===== src/verilog/clk_ratio_defs.vh =====
// Constants of the clock ratio control block: register offsets, field
// positions, reset values and timing counts.
// Assumes a single 125 MHz core clock and a plain strobe register port.
`ifndef CLK_RATIO_DEFS_VH
`define CLK_RATIO_DEFS_VH

// =============================================================
// Register offsets
`define OCR_OFFSET 8'h00
`define LBR_OFFSET 8'h04
`define UCR_OFFSET 8'h08
`define CFG_OFFSET 8'h0c
`define DRV_OFFSET 8'h10

// =============================================================
// Reset configuration word low fields and configuration register bits
`define RCW_FACTOR_LSB 0
`define RCW_FACTOR_MSB 3
`define RCW_CORE_LSB 4
`define RCW_CORE_MSB 10
`define RCW_MEM_MODE_BIT 11
`define RCW_LB_MODE_BIT 12
`define RCW_OSC_DIV_LSB 13
`define RCW_OSC_DIV_MSB 14
`define CFG_DIVPIN_BIT 15
`define CFG_HOST_BIT 16
`define CFG_RSVD_BIT 17
`define CFG_DONE_BIT 18

// =============================================================
// Derived ratio register fields
`define DRV_CSB_IN_LSB 0
`define DRV_CSB_SYNC_LSB 4
`define DRV_DDR_LSB 8
`define DRV_LBC_LSB 12
`define DRV_VCO_LSB 16

// =============================================================
// Reset values
`define OCR_RESET 8'h00
`define LBR_RESET 4'h8
`define UCR_UNIT_RESET 2'h1
`define HARD_RCW 32'h0000_2815

// =============================================================
// Timing counts
// Edges after release until the synchronised straps have settled.
`define CAPTURE_WAIT 3'h4

`endif


===== src/verilog/pin_sync3.v =====
// Three-stage pin synchroniser with agreement filter.
// Assumes the pins are asynchronous to the core clock.
`timescale 1ns/1ps

module pin_sync3 #(
    parameter WIDTH = 1
) (
    // Clock and reset
    input wire i_core_clk,
    input wire i_arst_n,
    // Pins and result
    input wire [WIDTH-1:0] i_pin,
    output reg [WIDTH-1:0] o_level
);

    reg [WIDTH-1:0] s1_r;
    reg [WIDTH-1:0] s2_r;
    reg [WIDTH-1:0] s3_r;

    // A change is taken only when the second and third stages agree.
    always @(posedge i_core_clk or negedge i_arst_n) begin
        if (!i_arst_n) begin
            s1_r <= {WIDTH{1'b0}};
            s2_r <= {WIDTH{1'b0}};
            s3_r <= {WIDTH{1'b0}};
            o_level <= {WIDTH{1'b0}};
        end else begin
            s1_r <= i_pin;
            s2_r <= s1_r;
            s3_r <= s2_r;
            if (s2_r == s3_r) begin
                o_level <= s3_r;
            end
        end
    end

endmodule


===== src/verilog/system_clock_ratio_control.v =====
// Clock source selection, sync and bus clock forwarding, and ratio
// derivation from the reset configuration word.
// Assumes clocks and straps arrive as pins sampled on the core clock,
// and that the board loops the sync output back to the sync input.
//
// The implementer's own choices: the strobed register port and the register offsets.
`timescale 1ns/1ps
`include "clk_ratio_defs.vh"

module system_clock_ratio_control #(
    parameter NUM_BUS_CLK = 5,
    parameter NUM_UNITS = 4,
    parameter CORE_W = 7
) (
    // Clock and reset
    input wire i_core_clk,
    input wire i_arst_n,
    // Clock and strap pins
    input wire i_host_primary_clock_in,
    input wire i_agent_clock_in,
    input wire i_sync_in,
    input wire i_input_divide_select_pin,
    input wire i_host_mode_pin,
    input wire i_hard_reset_sel,
    input wire [31:0] i_reset_config_word_low,
    // Register port
    input wire [7:0] i_reg_addr,
    input wire [31:0] i_reg_wr_data,
    input wire i_reg_wr,
    input wire i_reg_rd,
    output reg [31:0] o_reg_rd_data,
    // Forwarded clocks
    output reg o_sync_out,
    output reg [NUM_BUS_CLK-1:0] o_bus_clock_out_n,
    output reg o_memory_bus_clock_out,
    output reg o_memory_bus_clock_out_b,
    output reg [1:0] o_local_bus_clock_out,
    output reg [NUM_UNITS-1:0] o_unit_clock_enable,
    // Derived ratios
    output reg [3:0] o_csb_per_input,
    output reg [3:0] o_csb_per_sync,
    output reg [CORE_W-1:0] o_core_multiply_field,
    output reg [1:0] o_ddr_per_csb,
    output reg [1:0] o_lbc_per_csb,
    output reg [2:0] o_vco_per_csb,
    output reg o_config_reserved,
    output reg o_config_valid
);

    // =============================================================
    // Decoding shared by several places
    function unit_gate;
        input [1:0] code;
        input [1:0] phase;
        begin
            case (code)
                2'h0: unit_gate = 1'b0;
                2'h1: unit_gate = 1'b1;
                2'h2: unit_gate = ~phase[0];
                2'h3: unit_gate = (phase == 2'h0);
                default: unit_gate = 1'b0;
            endcase
        end
    endfunction

    function ratio_legal;
        input [3:0] ratio;
        begin
            ratio_legal = (ratio == 4'h2) || (ratio == 4'h4) || (ratio == 4'h8);
        end
    endfunction

    // =============================================================
    // Pin synchronisers
    wire [2:0] clk_lvl;
    wire [33:0] strap_lvl;

    pin_sync3 #(.WIDTH(3)) u_clk_sync (
        .i_core_clk(i_core_clk),
        .i_arst_n(i_arst_n),
        .i_pin({i_sync_in, i_agent_clock_in, i_host_primary_clock_in}),
        .o_level(clk_lvl)
    );

    pin_sync3 #(.WIDTH(34)) u_strap_sync (
        .i_core_clk(i_core_clk),
        .i_arst_n(i_arst_n),
        .i_pin({i_host_mode_pin, i_input_divide_select_pin, i_reset_config_word_low}),
        .o_level(strap_lvl)
    );

    wire hard_sel_lvl;

    pin_sync3 #(.WIDTH(1)) u_hard_sync (
        .i_core_clk(i_core_clk),
        .i_arst_n(i_arst_n),
        .i_pin(i_hard_reset_sel),
        .o_level(hard_sel_lvl)
    );

    // =============================================================
    // Configuration capture, once per reset
    reg [2:0] wait_cnt_r;
    reg captured_r;
    reg [31:0] rcw_r;
    reg div_pin_r;
    reg host_r;
    wire [31:0] rcw_src = hard_sel_lvl ? `HARD_RCW : strap_lvl[31:0];

    always @(posedge i_core_clk or negedge i_arst_n) begin
        if (!i_arst_n) begin
            wait_cnt_r <= 3'h0;
            captured_r <= 1'b0;
            rcw_r <= 32'h0000_0000;
            div_pin_r <= 1'b0;
            host_r <= 1'b0;
        end else if (!captured_r) begin
            if (wait_cnt_r == `CAPTURE_WAIT) begin
                captured_r <= 1'b1;
                rcw_r <= rcw_src;
                div_pin_r <= strap_lvl[32];
                host_r <= strap_lvl[33];
            end else begin
                wait_cnt_r <= wait_cnt_r + 3'h1;
            end
        end
    end

    wire [3:0] factor_code = rcw_r[`RCW_FACTOR_MSB:`RCW_FACTOR_LSB];
    wire mem_mode = rcw_r[`RCW_MEM_MODE_BIT];
    wire lb_mode = rcw_r[`RCW_LB_MODE_BIT];
    wire [1:0] osc_div = rcw_r[`RCW_OSC_DIV_MSB:`RCW_OSC_DIV_LSB];
    wire factor_ok = (factor_code >= 4'h2) && (factor_code <= 4'h6);

    // =============================================================
    // Derived ratios, constant until the next reset
    always @(posedge i_core_clk or negedge i_arst_n) begin
        if (!i_arst_n) begin
            o_csb_per_input <= 4'h0;
            o_csb_per_sync <= 4'h0;
            o_core_multiply_field <= {CORE_W{1'b0}};
            o_ddr_per_csb <= 2'h0;
            o_lbc_per_csb <= 2'h0;
            o_vco_per_csb <= 3'h0;
            o_config_reserved <= 1'b0;
            o_config_valid <= 1'b0;
        end else begin
            o_config_valid <= captured_r && factor_ok;
            o_config_reserved <= captured_r && !factor_ok;
            o_core_multiply_field <= rcw_r[`RCW_CORE_LSB+CORE_W-1:`RCW_CORE_LSB];
            if (captured_r && factor_ok) begin
                o_csb_per_input <= factor_code;
                o_csb_per_sync <= div_pin_r ? factor_code : {factor_code[2:0], 1'b0};
                o_ddr_per_csb <= mem_mode ? 2'h2 : 2'h1;
                o_lbc_per_csb <= lb_mode ? 2'h2 : 2'h1;
                if (mem_mode || lb_mode) begin
                    o_vco_per_csb <= {osc_div, 1'b0};
                end else begin
                    o_vco_per_csb <= {1'b0, osc_div};
                end
            end else begin
                o_csb_per_input <= 4'h0;
                o_csb_per_sync <= 4'h0;
                o_ddr_per_csb <= 2'h0;
                o_lbc_per_csb <= 2'h0;
                o_vco_per_csb <= 3'h0;
            end
        end
    end

    // =============================================================
    // Software registers
    reg [NUM_BUS_CLK-1:0] output_clock_control_reg_r;
    reg [3:0] local_bus_clock_ratio_reg_r;
    reg [2*NUM_UNITS-1:0] unit_ratio_r;
    wire [31:0] cfg_word = {13'h0, captured_r, o_config_reserved, host_r, div_pin_r,
                            rcw_r[14:0]};
    wire [31:0] drv_word = {13'h0, o_vco_per_csb, 2'h0, o_lbc_per_csb, 2'h0,
                            o_ddr_per_csb, o_csb_per_sync, o_csb_per_input};

    always @(posedge i_core_clk or negedge i_arst_n) begin
        if (!i_arst_n) begin
            output_clock_control_reg_r <= {NUM_BUS_CLK{1'b0}};
            local_bus_clock_ratio_reg_r <= `LBR_RESET;
            unit_ratio_r <= {NUM_UNITS{`UCR_UNIT_RESET}};
        end else if (i_reg_wr) begin
            case (i_reg_addr)
                `OCR_OFFSET: begin
                    output_clock_control_reg_r <= i_reg_wr_data[NUM_BUS_CLK-1:0];
                end
                `LBR_OFFSET: begin
                    if (ratio_legal(i_reg_wr_data[3:0])) begin
                        local_bus_clock_ratio_reg_r <= i_reg_wr_data[3:0];
                    end
                end
                `UCR_OFFSET: begin
                    unit_ratio_r <= i_reg_wr_data[2*NUM_UNITS-1:0];
                end
                default: begin
                end
            endcase
        end
    end

    // Read data stand for exactly one cycle after the strobe.
    always @(posedge i_core_clk or negedge i_arst_n) begin
        if (!i_arst_n) begin
            o_reg_rd_data <= 32'h0000_0000;
        end else if (i_reg_rd) begin
            case (i_reg_addr)
                `OCR_OFFSET: o_reg_rd_data <= {{(32-NUM_BUS_CLK){1'b0}},
                                               output_clock_control_reg_r};
                `LBR_OFFSET: o_reg_rd_data <= {28'h0, local_bus_clock_ratio_reg_r};
                `UCR_OFFSET: o_reg_rd_data <= {{(32-2*NUM_UNITS){1'b0}}, unit_ratio_r};
                `CFG_OFFSET: o_reg_rd_data <= cfg_word;
                `DRV_OFFSET: o_reg_rd_data <= drv_word;
                default: o_reg_rd_data <= 32'h0000_0000;
            endcase
        end else begin
            o_reg_rd_data <= 32'h0000_0000;
        end
    end

    // =============================================================
    // Primary clock selection, halver and sync output
    wire primary_lvl = host_r ? clk_lvl[0] : clk_lvl[1];
    reg primary_d_r;
    reg half_r;
    reg sync_in_d_r;

    always @(posedge i_core_clk or negedge i_arst_n) begin
        if (!i_arst_n) begin
            primary_d_r <= 1'b0;
            half_r <= 1'b0;
            o_sync_out <= 1'b0;
        end else begin
            primary_d_r <= primary_lvl;
            if (captured_r && primary_lvl && !primary_d_r) begin
                half_r <= ~half_r;
            end
            // Divide pin high forwards the clock whole, low forwards half.
            o_sync_out <= captured_r && (div_pin_r ? primary_lvl : half_r);
        end
    end

    genvar gi;
    generate
        for (gi = 0; gi < NUM_BUS_CLK; gi = gi + 1) begin : g_bus_clk
            always @(posedge i_core_clk or negedge i_arst_n) begin
                if (!i_arst_n) begin
                    o_bus_clock_out_n[gi] <= 1'b0;
                end else begin
                    o_bus_clock_out_n[gi] <= output_clock_control_reg_r[gi] &&
                                             captured_r &&
                                             (div_pin_r ? primary_lvl : half_r);
                end
            end
        end
    endgenerate

    // =============================================================
    // Memory and local bus clock dividers, driven from the core clock
    reg [3:0] lb_cnt_r;
    reg [1:0] unit_phase_r;

    always @(posedge i_core_clk or negedge i_arst_n) begin
        if (!i_arst_n) begin
            sync_in_d_r <= 1'b0;
            o_memory_bus_clock_out <= 1'b0;
            o_memory_bus_clock_out_b <= 1'b1;
            o_local_bus_clock_out <= 2'h0;
            lb_cnt_r <= 4'h0;
            unit_phase_r <= 2'h0;
        end else begin
            sync_in_d_r <= clk_lvl[2];
            unit_phase_r <= unit_phase_r + 2'h1;
            if (o_config_valid) begin
                // The memory pair toggles every cycle: half the internal rate.
                o_memory_bus_clock_out <= ~o_memory_bus_clock_out;
                o_memory_bus_clock_out_b <= o_memory_bus_clock_out;
                if (lb_cnt_r >= (local_bus_clock_ratio_reg_r >> 1) - 4'h1) begin
                    lb_cnt_r <= 4'h0;
                    o_local_bus_clock_out <= ~o_local_bus_clock_out;
                end else begin
                    lb_cnt_r <= lb_cnt_r + 4'h1;
                end
            end
        end
    end

    generate
        for (gi = 0; gi < NUM_UNITS; gi = gi + 1) begin : g_unit
            always @(posedge i_core_clk or negedge i_arst_n) begin
                if (!i_arst_n) begin
                    o_unit_clock_enable[gi] <= 1'b0;
                end else begin
                    o_unit_clock_enable[gi] <= o_config_valid &&
                        unit_gate(unit_ratio_r[2*gi+1:2*gi], unit_phase_r);
                end
            end
        end
    endgenerate

endmodule


===== config.mk =====
export PLATFORM = sky130hd
export DESIGN_NAME = system_clock_ratio_control
export DESIGN_NICKNAME = d
export VERILOG_FILES = /design/src/verilog/pin_sync3.v /design/src/verilog/system_clock_ratio_control.v
export VERILOG_INCLUDE_DIRS = /design/src /design/src/verilog
export SDC_FILE = /design/constraint.sdc
export NUM_CORES = 1
export LEC_CHECK = 0
export BUFFER_PORTS_ARGS = -buffer_cell sky130_fd_sc_hd__buf_4
export CAP_MARGIN = 20
export CORE_MARGIN = 4
export CORE_UTILIZATION = 56
export CTS_BUF_LIST = sky130_fd_sc_hd__clkbuf_16
export DETAILED_ROUTE_END_ITERATION = 10
export GPL_ROUTABILITY_DRIVEN = 0
export PLACE_DENSITY = 0.79
export SKIP_LAST_GASP = 1
export SLEW_MARGIN = 10
export SYNTH_ARGS = -nofsm -noshare
export SYNTH_HDL_FRONTEND = slang
export SYNTH_HIERARCHICAL = 1
export SYNTH_SLANG_ARGS = --single-unit

===== constraint.sdc =====
create_clock -name i_core_clk -period 2.56 [get_ports i_core_clk]
set_clock_uncertainty 0.1 [all_clocks]
set_input_delay 0.256 -clock i_core_clk [delete_from_list [all_inputs] [get_ports i_core_clk]]
set_output_delay 0.256 -clock i_core_clk [all_outputs]
set_load 0.01 [all_outputs]

==> results.toml, run 1 <==
[status]
status = "completed"

[setup_path]
crit_type = "reg -> reg"
r2r_start = "local_bus_clock_ratio_reg_r[1]"
worstPathRequired_ps = 2850
path_cells = "inv_1 > ha_1 > xnor2_1 > ha_1 > or2_2 > a21oi_2 > o21ai_0 > o311ai_0"
path_max_fanout = 5
crit_top_cell = "ha_1"
cp_slowest_cell = "dfrtp_1"
cp-start-kind = "register"
max_stage_delay_ps = 370
end_kind = "register"
cp.arrival_ps = 2570
cp-startpoint = "local_bus_clock_ratio_reg_r[1]"

[placement]
postPlaceCellArea_sq_mm = 0.00951
dp_hpwl_um = 10800
io_buffers = 114
placed_cells = 868

[global_routing]
grt_usage_pct = 19.4
grt_antenna_before_repair = 0
grt_pass1_wl_um = 25900
grt_pass1_vias = 5288
grt_overflow_total = 0
grt_max_degree = 80

[clock_network]
cts_buffers = 23
clock-sinks = 237
clock_path_buffers = 3
cts.reportedPaths.clkPinSlew_ps = 60
insertion_delay_ps = 510
cts_tree = "built"
root_buffer = "clkbuf_16"
htree_num_levels = 1

[route]
ant_nets = 0
vias = 4953
drc_errors = 0
wire_per_inst_um = 16.8
wirelength_um = 16100
avgViaCountPerCell = 5.18
firstDrtPassIters = 4
drt_iter0_drc = 255

[power_and_ir_drop]
power_density_mw_per_mm2 = 741
clkPwrFrac_pct = 38.8
totalPowerFinal_mw = 7.93
p_switching_mw = 1.84
p_leak_nw = 5.06
pwr-share-seq_pct = 51.9
combPwrFrac_pct = 9.2
irDropWorstVdd_v = 0.000583
p_sw_share_pct = 23.2
intPower_mw = 6.09

[synthesis]
netlist_instances = 579
netlist_area_sq_mm = 0.00847
ys_warn_count = 6
synth.avg_cell_area_sq_um = 14.6

[sta]
finalCritPeriodShare_pct = 88.9
fmax_mhz = 439
drv_slew = 0
finalSetupViolCount = 0
hold_violations = 0
worst_slew_pin_slew_ps = 578
fin_setup_tns_ps = 0
fin_crit_ps = 2280
max_slew_margin_pct = 61.5
rsz0062_at_grt = "no"

[finish]
area_delta_synth_final_pct = 26.4
layout_common_cells = "231 x dfrtp_1, 122 x buf_4, 48 x dlygate4sd3_1, 38 x xnor2_1, 29 x nor2_1"
final_cells = 957
mostFrequentLayoutCell = "dfrtp_1"
drive_above_1_share_pct = 26.8
nets = 848
diodes = 0
fin_area_sq_mm = 0.0107

[worst_hold_path]
holdCritPathClass = "in -> reg"
min-delay-start = "i_reg_addr[6]"

[die]
ios = 152
chipHeight_um = 131
fp.dieW_um = 131
start_util_pct = 57.8
rows = 44
die_area_sq_mm = 0.0171
core-area_sq_mm = 0.0146

[flow_run]
cap_viol_max_count = 0
## power by group through the flow
stage	clock (mW)	sequential (mW)	combinational, mW
2_1_floorplan	0	4.17	0.324
3_5_place_dp	0	4.19	0.651
4_1_cts	3.16	4.12	0.716
5_1_grt	3.31	4.14	0.810
3_3_place_gp	0	4.17	0.618
6_report	3.08	4.12	0.731
## path summary, 6_finish.rpt
kind	slack [ps]	to	cells after the start
worst min-delay path	190	o_reg_rd_data[4]	5
min in group asynchronous	210	o_bus_clock_out_n[4]	2
max in group asynchronous	1360	u_strap_sync/s2_r[2]	3
worst min register to register	240	u_strap_sync/s2_r[12]	0
worst max-delay path	280	lb_cnt_r[3]	8
worst max register to register	280	lb_cnt_r[3]	8
## timing repair
action                                 in CTS  in global routing
setup endpoints to repair                   0                  1
setup buffers                               0                  0
endpoints found under the hold margin     127                  0
resized for setup                           0                  2
hold buffers                               48                  0
## layer usage
layer	vias up	share of wire (%)	GRT usage (%)
met5	-	0	0
met4	0	3.3	6.78
met3	36	6.3	3.17
li1	2298	-	-
met2	161	53	35.1
met1	2458	38	23.7
## flip-flops by register name, summed over array words and instances (netlist names), 5 cells and up
| name | cells |
|---|---|
| unit_ratio_r | 8 |
| u_strap_sync/s2_r | 34 |
| o_core_multiply_field | 7 |
| u_strap_sync/s3_r | 34 |
| u_strap_sync/s1_r | 34 |
| rcw_r | 15 |
| u_strap_sync/o_level | 17 |
| o_bus_clock_out_n | 5 |
| output_clock_control_reg_r | 5 |
| o_reg_rd_data | 19 |
## metrics by stage
| step | setup slack [ps] | hold WS (ps) | utilization, % |
|---|---|---|---|
| finish | 284 | 194 | 73.1 |
| CTS | 165 | 172 | 72.9 |
| floorplan | 406 | -140 | - |
| detailed placement | 161 | 175 | 64.9 |
| global placement | 300 | 170 | 64.9 |
| global route | 22.7 | 195 | 73.1 |
## cell type report
| class | instances | area [sq um] |
|---|---|---|
| flip-flops and latches | 237 | 5940 |
| fillers | 917 | 3950 |
| multi-input cells | 306 | 2320 |
| repair buffers | 173 | 1450 |
| clock buffers | 23 | 576 |
| well taps | 184 | 230 |
| clock inverters | 18 | 119 |
| inverters | 16 | 60.1 |
## critical path: cells and delay by family, from the launching register on
family,cells,cell delay (ps)
flops,1,370
xor+xnor,1,150
fa+ha+maj,2,450
buf+inv,1,80
simple gates,1,310
compound gates,3,720
(Power assumes the default switching activity.)
==> run 2, diff against run 1 <==
Settings changed: PLACE_DENSITY 0.79 to 0.77.
==> run 2 against run 1 <==
  * Via count up 0.59%
  * Largest power group unchanged
  * Sequential power about the same
  * Hold slack worse by 170 ps
  * Fmax down 1.1%
  * Sequential share of layout area down 0.50 points
  * Core utilization up 0.66 points
  * Critical path type unchanged
  * Critical path depth unchanged
  * Power up 4.1%
==> results.toml, run 2 (same netlist as run 1, synthesis figures left out) <==
[status]
status = "completed"

[setup_path]
crit_top_cell = "ha_1"
cp_slowest_cell = "dfrtp_1"
r2r_start = "local_bus_clock_ratio_reg_r[1]"
cp-startpoint = "local_bus_clock_ratio_reg_r[1]"
crit_family = "compound AO/OA/AOI/OAI gates"
path_max_fanout = 5
cp.buffers_inverters = 1
end_kind = "register"
path_cells = "inv_1 > ha_1 > xnor2_1 > ha_1 > or2_2 > a21oi_2 > nor2_1 > o311ai_0"
worstPathRequired_ps = 2820
cp-start-kind = "register"
reg2reg_slack_ps = 260
crit_type = "reg -> reg"
cp.arrival_ps = 2560
max_stage_delay_ps = 370

[finish]
diodes = 0
mostFrequentLayoutCell = "dfrtp_1"
nets = 850
area_delta_synth_final_pct = 27.5
fill_cells = 927
drive_above_1_share_pct = 28.1
top_regs = "u_strap_sync/s1_r (34), u_strap_sync/s2_r (34), u_strap_sync/s3_r (34)"
layout_common_cells = "231 x dfrtp_1, 124 x buf_4, 47 x dlygate4sd3_1, 38 x xnor2_1, 29 x nor2_1"

[route]
avgViaCountPerCell = 5.18
wirelength_um = 15900
vias = 4982
ant_nets = 0
drt_iter0_drc = 274
drc_errors = 0
wire_per_inst_um = 16.5
firstDrtPassIters = 4

[die]
rows = 44
core-area_sq_mm = 0.0146
die_area_sq_mm = 0.0171
ios = 152
start_util_pct = 57.8
fp.dieW_um = 131
chipHeight_um = 131

[clock_network]
clock_path_buffers = 3
insertion_delay_ps = 510
cts_tree = "built"
cts_buffers = 24
htree_num_levels = 1
cts.reportedPaths.clkPinSlew_ps = 60
root_buffer = "clkbuf_16"
postCtsSetupBuffers = 0
clock-sinks = 237

[placement]
dpl_worst_slack_ps = 154
io_buffers = 114
dp_hpwl_um = 10700

[worst_hold_path]
min-delay-start = "i_reg_addr[2]"
holdCritPathClass = "in -> reg"

[global_routing]
grt_usage_pct = 19.0
grt_pass1_wl_um = 25600
grt_overflow_total = 0
grt_antenna_before_repair = 0
grt_pass1_vias = 5202
grt_max_degree = 97

[flow_run]
cap_viol_max_count = 0

[sta]
fin_setup_tns_ps = 0
hold_violations = 0
drv_slew = 0
fmax_mhz = 434
max_slew_margin_pct = 51.8
rsz0062_at_grt = "no"
timing.final.ws_setup_ps = 258
worst_slew_pin_slew_ps = 723
finalCritPeriodShare_pct = 89.9
finalSetupViolCount = 0
fin_crit_ps = 2300

[power_and_ir_drop]
irDropWorstVdd_v = 0.000648
p_leak_nw = 5.08
power_density_mw_per_mm2 = 765
## run 2: changes by cell type in the layout (fill, tap and decap cells not counted), sizes merged
cell         change
buf              +2
bufinv           +2
clkbuf           +1
clkinv           +6
clkinvlp         +2
dlygate4sd3      -1
inv              -8
## run 2: power breakdown
part | total, mW | internal [mW] | switching (mW)
Sequential | 4.12 | 3.97 | 0.156
Clock | 3.41 | 2.03 | 1.38
Combinational | 0.726 | 0.382 | 0.344
## run 2: tightest hold or removal path, delay by kind of cell
family          cells  cell delay, ps
buf+inv             1             150
simple gates        1              30
compound gates      1             150
## run 2: final timing paths
path	depth (start not counted)	endpoint
worst max-delay path	8	lb_cnt_r[2]
worst min-delay path	3	o_reg_rd_data[3]
worst max register to register	8	lb_cnt_r[2]
worst min register to register	0	u_strap_sync/s2_r[6]
max in group asynchronous	3	unit_ratio_r[6]
min in group asynchronous	2	o_bus_clock_out_n[2]
## run 2: cell type report
cell class              instances  area, sq um  share of cell area, %
repair buffers                174         1460                   13.5
clock buffers                  24          601                   5.56
well taps                     184          230                   2.13
flip-flops and latches        237         5940                   55.0
clock inverters                20          198                   1.83
inverters                      16         60.1                  0.556
multi-input cells             306         2310                   21.4
## run 2: timing repair
| item | CTS | global route |
|---|---|---|
| hold buffers | 47 | 0 |
| gates resized for setup | 0 | 1 |
| hold endpoints to repair | 141 | 0 |
| setup endpoints to repair | 0 | 2 |
## run 2: layer usage
layer	GRT usage [%]	up-vias	wire, um
met5	0	-	0
li1	-	2304	-
met1	23.1	2455	6100
met2	34.3	175	8290
met3	3.41	48	970
met4	6.11	0	502
## run 2: through the flow
step,instance area [sq um],hold slack (ps),total power [mW],utilization (%),instances
6_report,10800,24.9,8.26,73.7,961
5_1_grt,10800,33.6,8.60,73.7,961
4_1_cts,10800,10.9,8.35,73.7,961
3_5_place_dp,9520,235,4.85,65.0,870
3_3_place_gp,9520,223,4.80,65.0,870
2_1_floorplan,8510,-140,4.49,-,592
